**src/logic/ckl_regs.vh**
```
// Constants of the carrier keying logic: register offsets, field positions, resets.
// Assumes a classic Wishbone slave with 32-bit data and byte addresses.
//
// Contract
// - Start request follows the start line, or its inverse when start polarity is inverted.
// - Stop request follows the stop line, or its inverse when stop polarity is inverted.
// - Low-level request follows its line, or its inverse when that polarity is inverted.
// - A carrier start request asserts the high-level key output.
// - Low button starts a low-level test; high button forces high-level keying regardless.
// - High checkback, low checkback and voice key inputs each key their power level.
// - Outputs are high-level key, voice key and any key for low, voice or high.
// - Separate indicators light for high-level, low-level and voice keying.
// - With priority jumper fitted, stop blocks high-level key; otherwise start wins.
// - An active stop always blocks the voice key output.
// - Voice key is suppressed while the high-level or low-level key is active.
// - Single-line mode: high starts and inhibits stop, low stops, open gives neither.
`ifndef CKL_REGS_VH
`define CKL_REGS_VH

// ****************************************************************************
// Register map
// ****************************************************************************
`define CKL_ADR_W         8
`define CKL_CTRL_ADDR     8'h00
`define CKL_STAT_ADDR     8'h04
`define CKL_CTRL_RST      2'h0

// ****************************************************************************
// Control fields
// ****************************************************************************
`define CKL_CTRL_HI_TEST  0
`define CKL_CTRL_LO_TEST  1
`define CKL_CTRL_W        2

// ****************************************************************************
// Status fields
// ****************************************************************************
`define CKL_ST_HI_KEY     0
`define CKL_ST_LO_KEY     1
`define CKL_ST_VOICE_KEY  2
`define CKL_ST_ANY_KEY    3
`define CKL_ST_START      4
`define CKL_ST_STOP       5
`define CKL_ST_LOW_CMD    6
`define CKL_ST_SINGLE     7
`define CKL_ST_PRIO       8
`define CKL_ST_W          9

// ****************************************************************************
// Synchronised pin vector
// ****************************************************************************
`define CKL_PIN_W         14

`endif

```
**src/logic/ckl_keying.v**
```verilog
// Carrier keying decision logic with a classic Wishbone register slave.
// Assumes command, button and jumper pins are asynchronous levels, already
// isolated and level shifted, active high meaning energised, pressed or fitted.
`timescale 1ns/10ps
`default_nettype none

`include "ckl_regs.vh"

module ckl_keying (
   // Clock, reset and enable
   input  wire        CLK_SYS,
   input  wire        RESETN,
   input  wire        CE,

   // Relay command lines
   input  wire        START_LINE,
   input  wire        START_LINE_LOW,
   input  wire        STOP_LINE,
   input  wire        LOW_LEVEL_LINE,

   // Checkback and voice key requests
   input  wire        HIGH_CHECKBACK_KEY,
   input  wire        LOW_CHECKBACK_KEY,
   input  wire        VOICE_KEY_REQ,

   // Front panel buttons
   input  wire        HIGH_TEST_BUTTON,
   input  wire        LOW_TEST_BUTTON,

   // Board jumpers
   input  wire        START_POLARITY_JUMPER,
   input  wire        STOP_POLARITY_JUMPER,
   input  wire        LOWLEVEL_POLARITY_JUMPER,
   input  wire        STOP_PRIORITY_JUMPER,
   input  wire        SINGLE_LINE_MODE_JUMPER,

   // Transmitter keys
   output reg         HIGH_LEVEL_KEY,
   output reg         ANY_TX_KEY,
   output reg         VOICE_KEY,

   // Indicators
   output reg         HIGH_POWER_INDICATOR,
   output reg         LOW_POWER_INDICATOR,
   output reg         VOICE_INDICATOR,

   // Wishbone slave
   input  wire        WB_CYC_I,
   input  wire        WB_STB_I,
   input  wire        WB_WE_I,
   input  wire [7:0]  WB_ADR_I,
   input  wire [3:0]  WB_SEL_I,
   input  wire [31:0] WB_DAT_I,
   output reg  [31:0] WB_DAT_O,
   output reg         WB_ACK_O
);

   // ****************************************************************************
   // Pin synchronisers
   // ****************************************************************************

   wire [`CKL_PIN_W-1:0] pin_raw;
   wire [`CKL_PIN_W-1:0] pin_sync;

   assign pin_raw = {
      SINGLE_LINE_MODE_JUMPER,
      STOP_PRIORITY_JUMPER,
      LOWLEVEL_POLARITY_JUMPER,
      STOP_POLARITY_JUMPER,
      START_POLARITY_JUMPER,
      LOW_TEST_BUTTON,
      HIGH_TEST_BUTTON,
      VOICE_KEY_REQ,
      LOW_CHECKBACK_KEY,
      HIGH_CHECKBACK_KEY,
      LOW_LEVEL_LINE,
      STOP_LINE,
      START_LINE_LOW,
      START_LINE
   };

   ckl_sync2 #(
      .W (`CKL_PIN_W)
   ) u_sync (
      .clk   (CLK_SYS),
      .rst_n (RESETN),
      .ce    (CE),
      .d     (pin_raw),
      .q     (pin_sync)
   );

   wire start_line_s;
   wire start_low_s;
   wire stop_line_s;
   wire low_line_s;
   wire hi_cb_s;
   wire lo_cb_s;
   wire voice_req_s;
   wire hi_button_s;
   wire lo_button_s;
   wire start_pol_normal;
   wire stop_pol_normal;
   wire low_pol_normal;
   wire prio_fitted;
   wire single_line;

   assign start_line_s     = pin_sync[0];
   assign start_low_s      = pin_sync[1];
   assign stop_line_s      = pin_sync[2];
   assign low_line_s       = pin_sync[3];
   assign hi_cb_s          = pin_sync[4];
   assign lo_cb_s          = pin_sync[5];
   assign voice_req_s      = pin_sync[6];
   assign hi_button_s      = pin_sync[7];
   assign lo_button_s      = pin_sync[8];
   assign start_pol_normal = pin_sync[9];
   assign stop_pol_normal  = pin_sync[10];
   assign low_pol_normal   = pin_sync[11];
   assign prio_fitted      = pin_sync[12];
   assign single_line      = pin_sync[13];

   // ****************************************************************************
   // Software test control
   // ****************************************************************************

   reg [`CKL_CTRL_W-1:0] ctrl_reg;
   wire                  sw_hi_test;
   wire                  sw_lo_test;

   assign sw_hi_test = ctrl_reg[`CKL_CTRL_HI_TEST];
   assign sw_lo_test = ctrl_reg[`CKL_CTRL_LO_TEST];

   // ****************************************************************************
   // Command decode
   // ****************************************************************************

   reg carrier_start_request;
   reg carrier_stop_request;
   reg low_level_command;

   // A jumper reads high in its normal position; an inverted jumper makes the
   // de-energised line the active state.
   always @* begin
      if (single_line) begin
         // The line driven high wins outright, so a momentary overlap of both
         // sense inputs while the line slews can never yield a stop.
         carrier_start_request = start_line_s;
         carrier_stop_request  = start_low_s & ~start_line_s;
      end else begin
         carrier_start_request = start_line_s ^ ~start_pol_normal;
         carrier_stop_request  = stop_line_s ^ ~stop_pol_normal;
      end
      low_level_command = low_line_s ^ ~low_pol_normal;
   end

   // ****************************************************************************
   // Keying decision
   // ****************************************************************************

   reg hi_request;
   reg hi_key_next;
   reg lo_key_next;
   reg voice_key_next;
   reg any_key_next;

   always @* begin
      // Requests that the stop priority jumper may block.
      hi_request = carrier_start_request | hi_cb_s;
      if (prio_fitted && carrier_stop_request) begin
         hi_request = 1'h0;
      end
      // Manual high-level tests bypass the command lines entirely.
      hi_key_next = hi_request | hi_button_s | sw_hi_test;
      lo_key_next = low_level_command | lo_cb_s | lo_button_s | sw_lo_test;
      voice_key_next = voice_req_s;
      if (carrier_stop_request) begin
         voice_key_next = 1'h0;
      end
      if (hi_key_next || lo_key_next) begin
         voice_key_next = 1'h0;
      end
      any_key_next = hi_key_next | lo_key_next | voice_key_next;
   end

   // ****************************************************************************
   // Registered outputs
   // ****************************************************************************

   reg lo_key_reg;

   // The outputs lag the pins by three clocks; at this clock that is far
   // below any relay contact time, and it keeps glitches off the keys.
   always @(posedge CLK_SYS or negedge RESETN) begin
      if (!RESETN) begin
         HIGH_LEVEL_KEY       <= 1'h0;
         ANY_TX_KEY           <= 1'h0;
         VOICE_KEY            <= 1'h0;
         HIGH_POWER_INDICATOR <= 1'h0;
         LOW_POWER_INDICATOR  <= 1'h0;
         VOICE_INDICATOR      <= 1'h0;
         lo_key_reg           <= 1'h0;
      end else if (CE) begin
         HIGH_LEVEL_KEY       <= hi_key_next;
         ANY_TX_KEY           <= any_key_next;
         VOICE_KEY            <= voice_key_next;
         HIGH_POWER_INDICATOR <= hi_key_next;
         LOW_POWER_INDICATOR  <= lo_key_next;
         VOICE_INDICATOR      <= voice_key_next;
         lo_key_reg           <= lo_key_next;
      end
   end

   // ****************************************************************************
   // Wishbone slave
   // ****************************************************************************

   wire        wb_req;
   wire        hit_ctrl;
   wire        hit_stat;
   wire [31:0] stat_word;

   assign wb_req   = WB_CYC_I & WB_STB_I & ~WB_ACK_O;
   assign hit_ctrl = (WB_ADR_I == `CKL_CTRL_ADDR);
   assign hit_stat = (WB_ADR_I == `CKL_STAT_ADDR);

   assign stat_word = {
      {(32 - `CKL_ST_W){1'h0}},
      prio_fitted,
      single_line,
      low_level_command,
      carrier_stop_request,
      carrier_start_request,
      ANY_TX_KEY,
      VOICE_KEY,
      lo_key_reg,
      HIGH_LEVEL_KEY
   };

   // Every access, mapped or not, is answered one clock after it is seen.
   // Unmapped reads return zero and unmapped or status writes are dropped.
   always @(posedge CLK_SYS or negedge RESETN) begin
      if (!RESETN) begin
         WB_ACK_O <= 1'h0;
         WB_DAT_O <= 32'h00000000;
         ctrl_reg <= `CKL_CTRL_RST;
      end else if (CE) begin
         WB_ACK_O <= wb_req;
         if (wb_req && WB_WE_I && hit_ctrl && WB_SEL_I[0]) begin
            ctrl_reg <= WB_DAT_I[`CKL_CTRL_W-1:0];
         end
         if (wb_req && !WB_WE_I) begin
            if (hit_ctrl) begin
               WB_DAT_O <= {{(32 - `CKL_CTRL_W){1'h0}}, ctrl_reg};
            end else if (hit_stat) begin
               WB_DAT_O <= stat_word;
            end else begin
               WB_DAT_O <= 32'h00000000;
            end
         end
      end
   end

endmodule

`default_nettype wire

```
**src/logic/ckl_sync2.v**
```verilog
// Two-stage synchroniser for a vector of asynchronous pin levels.
// Assumes each bit is an independent slow level; no word coherence is given.
`timescale 1ns/10ps
`default_nettype none

module ckl_sync2 #(
   parameter W = 1
) (
   // Clock and reset
   input  wire         clk,
   input  wire         rst_n,
   input  wire         ce,
   // Levels
   input  wire [W-1:0] d,
   output wire [W-1:0] q
);

   reg [W-1:0] meta_reg;
   reg [W-1:0] sync_reg;

   // Only the second stage is read by anything else.
   always @(posedge clk or negedge rst_n) begin
      if (!rst_n) begin
         meta_reg <= {W{1'h0}};
         sync_reg <= {W{1'h0}};
      end else if (ce) begin
         meta_reg <= d;
         sync_reg <= meta_reg;
      end
   end

   assign q = sync_reg;

endmodule

`default_nettype wire

```
**config.mk**
```make
export PLATFORM = sky130hd
export DESIGN_NAME = ckl_keying
export DESIGN_NICKNAME = d
export VERILOG_FILES = /design/src/logic/ckl_keying.v /design/src/logic/ckl_sync2.v
export VERILOG_INCLUDE_DIRS = /design/src /design/src/logic
export SDC_FILE = /design/constraint.sdc
export NUM_CORES = 1
export LEC_CHECK = 0
export BUFFER_PORTS_ARGS = -buffer_cell sky130_fd_sc_hd__buf_2
export CAP_MARGIN = 20
export CORE_MARGIN = 4
export CORE_UTILIZATION = 30
export CTS_BUF_LIST = sky130_fd_sc_hd__clkbuf_8
export DETAILED_ROUTE_END_ITERATION = 12
export PLACE_DENSITY = 0.62
export SLEW_MARGIN = 25
export SYNTH_ARGS = -nofsm -noshare
export SYNTH_HDL_FRONTEND = slang
export SYNTH_SLANG_ARGS = --single-unit
```
**constraint.sdc**
```tcl
create_clock -name CLK_SYS -period 1.4 [get_ports CLK_SYS]
set_input_delay 0.07 -clock CLK_SYS [delete_from_list [all_inputs] [get_ports CLK_SYS]]
set_output_delay 0.07 -clock CLK_SYS [all_outputs]
set_load 0.05 [all_outputs]
```
==> reports/results.ini, run 1 <==
[routing]
drt-initial-drc-count=51
vias_per_cell=4.45
routedWlPerCell_um=12.4
via_count=1347
drcViolationCount=0
drt_pre_antenna_iters=4
totalWireLength_um=3750
final_antenna_net_count=0

[floorplanning]
core_mm2=0.00676
rows=30
die_x_um=91.4
dieArea_mm2=0.00835
die_h_um=91.4
start_util_pct=30.9
io_pins=103

[power]
ir_drop_mv=0.731
power.leakage_nw=1.17
pwr_density_cell_mw_per_mm2=1170

[setup_path]
worstSetupEndpointType=flop
critPathKind=flop to flop
crit_arrival_ns=1.57
cp_max_fo=4
crit_path_start_kind=flop
cp.required_ns=1.58

[clocking]
ctsHtreeMaxLevel=2
cts_buffer_depth=2
clock_latency_ns=0.29
numCtsBuffers=5
cts_tree=done
cts_sinks=44
cts.clk_slew.worst_paths_ns=0.08
cts_root_buf=clkbuf_8

[sta]
tns_ns=0
clock-skew-final_ns=0.00519
whs_ns=0.00823
finalMaxSlewViolations=0
rsz0062_at_grt=true
max_freq_ghz=0.718
setup_viol=0
hold_viol=0
fin_crit_sh_pct=99.4
min_period_ns=1.39

[placement]
io_buffer_count=46
placedCellCount=290
gp_congestion=0.737
dpl.hpwl_um=2990

[synthesis]
ys_types=37
syn-cell-area_mm2=0.00208
synth-seq-cells=44
netlist_top_cells_area=dfrtp_1 (53%), mux2_2 (14%), buf_4 (9.0%), o21ai_0 (3.6%), o31ai_1 (3.2%)
netlist.area_leader.share_pct=52.8
synth_commonest_cells=dfrtp_1 (44), buf_4 (25), mux2_2 (25), o21ai_0 (15), o31ai_1 (9)
yosysMostFrequentCell=dfrtp_1
synth_edf_count=0
ys_seq_area_share_pct=52.8
synthArstFlopShare_pct=100
yosys_warnings=0
avgSynthCellArea_um2=12.3
ys.flop_type=dfrtp_1
syn_inst=170
yosysTopAreaCell=dfrtp_1

[layout]
nets=287
drive_above_1_share_pct=43.0
antenna_cells=0
final_util_pct=36.9
n_fill_cell=665
area_growth_pct=19.7
fin_cells=303

[min_path]
hp-class=input port to flop

[run]
max_cap_violations=0

[global_routing]
grt.met1_usage_pct=11.2
grt_max_degree=29
grt.total_usage_pct=9.25
grt_util_met2_pct=15.9
grt_pass1_vias=1330
antenna_found_initial=0
use_met3_pct=2.15
grt_pass1_wl_um=6230
grt.busiest_layer=met2
grt.overflow.total=0

[run_status]
status=finished, final reports clean

## through the flow
stage / worst slack [ns] / power, mW / cell area, µm²
after floorplan: 0.00505 / 1.99 / 2170
after global placement: 0.0310 / 2.08 / 2320
after detailed placement: 0.0268 / 2.10 / 2320
after CTS: 0.0142 / 2.94 / 2470
after global routing: -0.0467 / 3.06 / 2490
final: 0.00809 / 2.91 / 2490
## where the power goes
part	total (mW)	switching [mW]	internal (mW)
clock network	0.833	0.394	0.439
registers	1.47	0.0833	1.39
logic	0.611	0.397	0.214
## layout make-up
cell class / instances / area, µm² / share of cell area [%]
clock buffers: 7 / 96.3 / 3.86
inverters: 6 / 22.5 / 0.903
multi-input cells: 110 / 843 / 33.8
flip-flops and latches: 44 / 1100 / 44.2
well taps: 80 / 100 / 4.01
repair buffers: 56 / 330 / 13.2
## layer usage
layer / part of all wire [%] / up-vias
li1: - / 658
met1: 43 / 631
met2: 50 / 52
met3: 5.5 / 6
met4: 1.4 / 0
met5: 0 / -
## path summary, 6_finish.rpt
kind | start | end | cells after the start | slack (ns)
setup / recovery | WB_ACK_O | ctrl_reg[1] | 3 | 0.008
min in group asynchronous | RESETN | HIGH_POWER_INDICATOR | 2 | 0.24
max in group asynchronous | RESETN | u_sync.q[9] | 3 | 0.68
hold / removal | START_LINE | u_sync.meta_reg[0] | 2 | 0.008
hold reg to reg | u_sync.meta_reg[6] | u_sync.q[6] | 2 | 0.49
setup reg to reg | WB_ACK_O | ctrl_reg[1] | 3 | 0.008
## kinds of logic after synthesis
| group | count (synthesis) | synth area share [%] |
|---|---|---|
| muxes | 29 | 15.5 |
| and+or+nand+nor | 24 | 8.22 |
| AOI/OAI and AO/OA | 32 | 10.7 |
| xor gates and xnor gates | 2 | 0.840 |
| other | 1 | 0.180 |
| DFF | 44 | 52.8 |
| buffers and inverters | 38 | 11.6 |
## critical path, cell delays in order (launching register included)
cell	delay [ns]
dfrtp_2	0.41
nand4b_1	0.23
nand4b_1	0.29
mux2_4	0.34
## what timing repair did
| item | in CTS | in global routing |
|---|---|---|
| resized for setup | 0 | 8 |
| buffers inserted | 0 | 1 |
| endpoints found under the setup margin | 0 | 12 |
| hold endpoints to repair | 20 | 0 |
| hold buffers | 5 | 0 |
## placed cells by master, fill, tap and decap left out, types with 2 or more instances in the layout
master	synthesis	layout
buf_2	5	46
dfrtp_1	44	43
mux2_2	25	25
conb_1	1	23
o21ai_0	15	12
o31ai_1	9	7
clkbuf_8	0	7
inv_1	6	6
nand2_1	5	5
dlygate4sd3_1	0	5
nor2_1	4	4
buf_4	25	4
o21ai_1	0	3
nand4b_1	2	2
mux2_4	0	2
o31ai_2	0	2
mux2i_1	2	2
(Power assumes the default switching activity.)
==> inputs of run 2 (changes only) <==
--- a/config.mk
+++ b/config.mk
@@ -16,4 +16,5 @@
 export SLEW_MARGIN = 25
 export SYNTH_ARGS = -nofsm -noshare
 export SYNTH_HDL_FRONTEND = slang
+export SYNTH_HIERARCHICAL = 1
 export SYNTH_SLANG_ARGS = --single-unit
==> run 2 against run 1 <==
The flow now finishes with violations (setup timing). Synthesized cell count down 5.9%. Combinational power up 18%. Critical path depth up 2. Sequential cell count unchanged. Global-route usage up 0.25 points. First-iteration DRC count down 43%. Critical path type unchanged.
==> reports/results.ini, run 2 <==
[sta]
max_freq_ghz=0.703  ; -2.2%
fin_ws_ns=-0.0230  ; -0.0310 ns
setup_viol=10  ; +10
rsz0062_at_grt=true
finalMaxSlewViolations=0  ; unchanged
tns_ns=-0.117  ; -0.117 ns
hold_viol=0  ; unchanged
min_period_ns=1.42  ; +0.0310 ns
clock-skew-final_ns=0.00694  ; +0.00176 ns
fin_crit_sh_pct=102  ; +2.2 points

[synthesis]
netlist.area_leader.share_pct=52.3  ; -0.53 points
ys.flop_type=dfrtp_1
syn_inst=160  ; -5.9%
ys_types=32  ; -14%
netlist_top_cells_area=dfrtp_1 (52%), mux2_4 (14%), buf_4 (8.9%), mux2_2 (4.8%), nand2_1 (3.0%)
yosysMostFrequentCell=dfrtp_1
avgSynthCellArea_um2=13.2  ; +7.3%
synth_edf_count=0  ; unchanged
synthArstFlopShare_pct=100  ; unchanged
synth-seq-cells=44  ; unchanged
syn-cell-area_mm2=0.00211  ; +1.0%
yosysTopAreaCell=dfrtp_1
yosys_warnings=6  ; +6
ys_seq_area_share_pct=52.3  ; -0.53 points
synth_commonest_cells=dfrtp_1 (44), buf_4 (25), mux2_4 (20), nand2_1 (17), mux2_2 (9)

[routing]
totalWireLength_um=3870  ; +3.0%
routedWlPerCell_um=11.8  ; -4.9%
drcViolationCount=0  ; unchanged
drt-initial-drc-count=29  ; -43%
final_antenna_net_count=0  ; unchanged
vias_per_cell=4.13  ; -7.0%
drt_pre_antenna_iters=4  ; unchanged
via_count=1356  ; +0.67%

[setup_path]
cp_max_fo=6  ; +2
critical_path.top_delay_family=simple AND/OR/NAND/NOR gates
reg2reg_depth=5  ; +2
reg2reg_slack_ns=-0.02  ; -0.03 ns
cp.required_ns=1.58  ; about the same
worstReg2RegStart=WB_ACK_O
crit_path_max_incr_delay_ns=0.41  ; about the same
crit_arrival_ns=1.60  ; +0.03 ns
worstSetupEndpointType=flop
cpMaxStageDelayCell=dfrtp_2
cp.depth=5  ; +2
worst-path-buf-inv=1  ; +1
critPathKind=flop to flop
crit_path_start_kind=flop
reg2reg_to=WB_DAT_O[4]
critical_path.cell_chain=nand4b_1 > buf_4 > or2_2 > nand2_1 > o31ai_1

[clocking]
numCtsBuffers=5  ; unchanged
ctsHtreeMaxLevel=2  ; unchanged
clock_latency_ns=0.29  ; about the same
cts_tree=done
cts.clk_slew.worst_paths_ns=0.08  ; about the same
cts_buffer_depth=2  ; unchanged
cts_root_buf=clkbuf_8
cts_sinks=44  ; unchanged

[floorplanning]
start_util_pct=31.0  ; +0.14 points
io_pins=103  ; unchanged
core_mm2=0.00679  ; +0.56%
die_x_um=91.8  ; +0.47%
dieArea_mm2=0.00842  ; +0.93%
die_h_um=91.8  ; +0.47%
rows=30  ; unchanged

[power]
power.leakage_nw=1.28  ; +9.4%
pwr_density_cell_mw_per_mm2=1130  ; -2.9%
ir_drop_mv=0.653  ; -11%

[min_path]
holdPathEnd=ctrl_reg[1]
min_from=WB_DAT_I[1]
hp-class=input port to flop
holdPathStages=2  ; unchanged

[global_routing]
grt.total_usage_pct=9.50  ; +0.25 points
use_met3_pct=1.89  ; -0.27 points
grt.met1_usage_pct=11.5  ; +0.31 points
grt_pass1_vias=1396  ; +5.0%
grt.busiest_layer=met2
grt.overflow.total=0  ; unchanged
grt_pass1_wl_um=6450  ; +3.5%
grt_util_met2_pct=16.0  ; +0.066 points
antenna_found_initial=0  ; unchanged
grt_max_degree=30  ; +3.4%

[layout]
drive_above_1_share_pct=44.8  ; +1.8 points
area_growth_pct=25.7
nets=295  ; +2.8%
n_fill_cell=657  ; -1.2%
final_common_cell=buf_2
antenna_cells=0  ; unchanged
final_util_pct=39.0  ; +2.0 points
layout_common_cells=buf_2 (46), dfrtp_1 (43), conb_1 (23), mux2_4 (22), nand2_1 (17)

[run]
max_cap_violations=0  ; unchanged

[placement]
io_buffer_count=46  ; unchanged
dpl.hpwl_um=2860  ; -4.4%
gp_congestion=0.764  ; +3.7%

[run_status]
violations=setup timing
status=finished with violations

==> run 2: cell count changes after synthesis, moves of 2 or more <==
cell     delta
mux2_4     +20
nor2_1      -2
nor3_1      +2
mux2_2     -16
buf_12      +2
buf_2       -5
nand2_1    +12
o31ai_1     -5
inv_1       -2
o21ai_0     -8
==> run 2: routing by layer <==
layer	vias up	share of wire, %	routed length [µm]
li1	645	-	-
met1	650	42	1620
met2	53	50	1950
met3	8	6.0	230
met4	0	1.8	68
met5	-	0	0
==> run 2: kinds of logic after synthesis <==
kind of cell,share of synthesized area (%)
mux,21.1
simple gates,7.55
other cells,0.178
buf+inv,12.2
xor+xnor,1.25
compound gates,5.41
flops,52.3
==> run 2: power by group <==
| group | switching, mW | internal, mW | total (mW) |
|---|---|---|---|
| Combinational | 0.414 | 0.305 | 0.718 |
| Clock | 0.413 | 0.394 | 0.807 |
| Sequential | 0.0838 | 1.39 | 1.47 |
| Total | 0.911 | 2.09 | 3.00 |
==> run 2: stage by stage <==
stage          hold slack, ns  instances  setup slack (ns)  total power [mW]  area [µm²]
5_1_grt               0.00969        328            -0.110              3.15        2650
2_1_floorplan          -0.226        182           -0.0874              2.05        2210
3_3_place_gp          0.00647        302            -0.102              2.16        2370
4_1_cts               0.00184        323          -0.00862              3.00        2600
3_5_place_dp          0.00968        302            -0.124              2.17        2370
6_report              0.00748        328           -0.0230              3.00        2650
==> run 2: repair_timing <==
action | 4_1_cts | 5_1_grt
buffers inserted | 0 | 4
gates cloned | 0 | 1
setup endpoints to repair | 2 | 8
resized for setup | 1 | 2
hold buffers | 13 | 0
pin swaps | 1 | 1
hold endpoints to repair | 27 | 0
==> run 2: worst max-delay path by stage <==
stage,from,to
global placement,WB_ADR_I[7],ctrl_reg[0]
finish,WB_ACK_O,WB_DAT_O[4]
floorplan,WB_ACK_O,WB_DAT_O[5]
detailed placement,WB_ADR_I[7],ctrl_reg[0]
CTS,WB_ACK_O,ctrl_reg[1]
global route,WB_ACK_O,WB_DAT_O[6]
==> run 2: layout make-up <==
class                           count  area [µm²]  area share (%)
Sequential cell                    44        1100            41.6
Clock inverter                      2        11.3           0.425
Timing Repair Buffer               70         455            17.2
Inverter                            4        15.0           0.567
Multi-Input combinational cell    106         861            32.5
Clock buffer                        6        82.6            3.12
Tap cell                           96         120            4.54
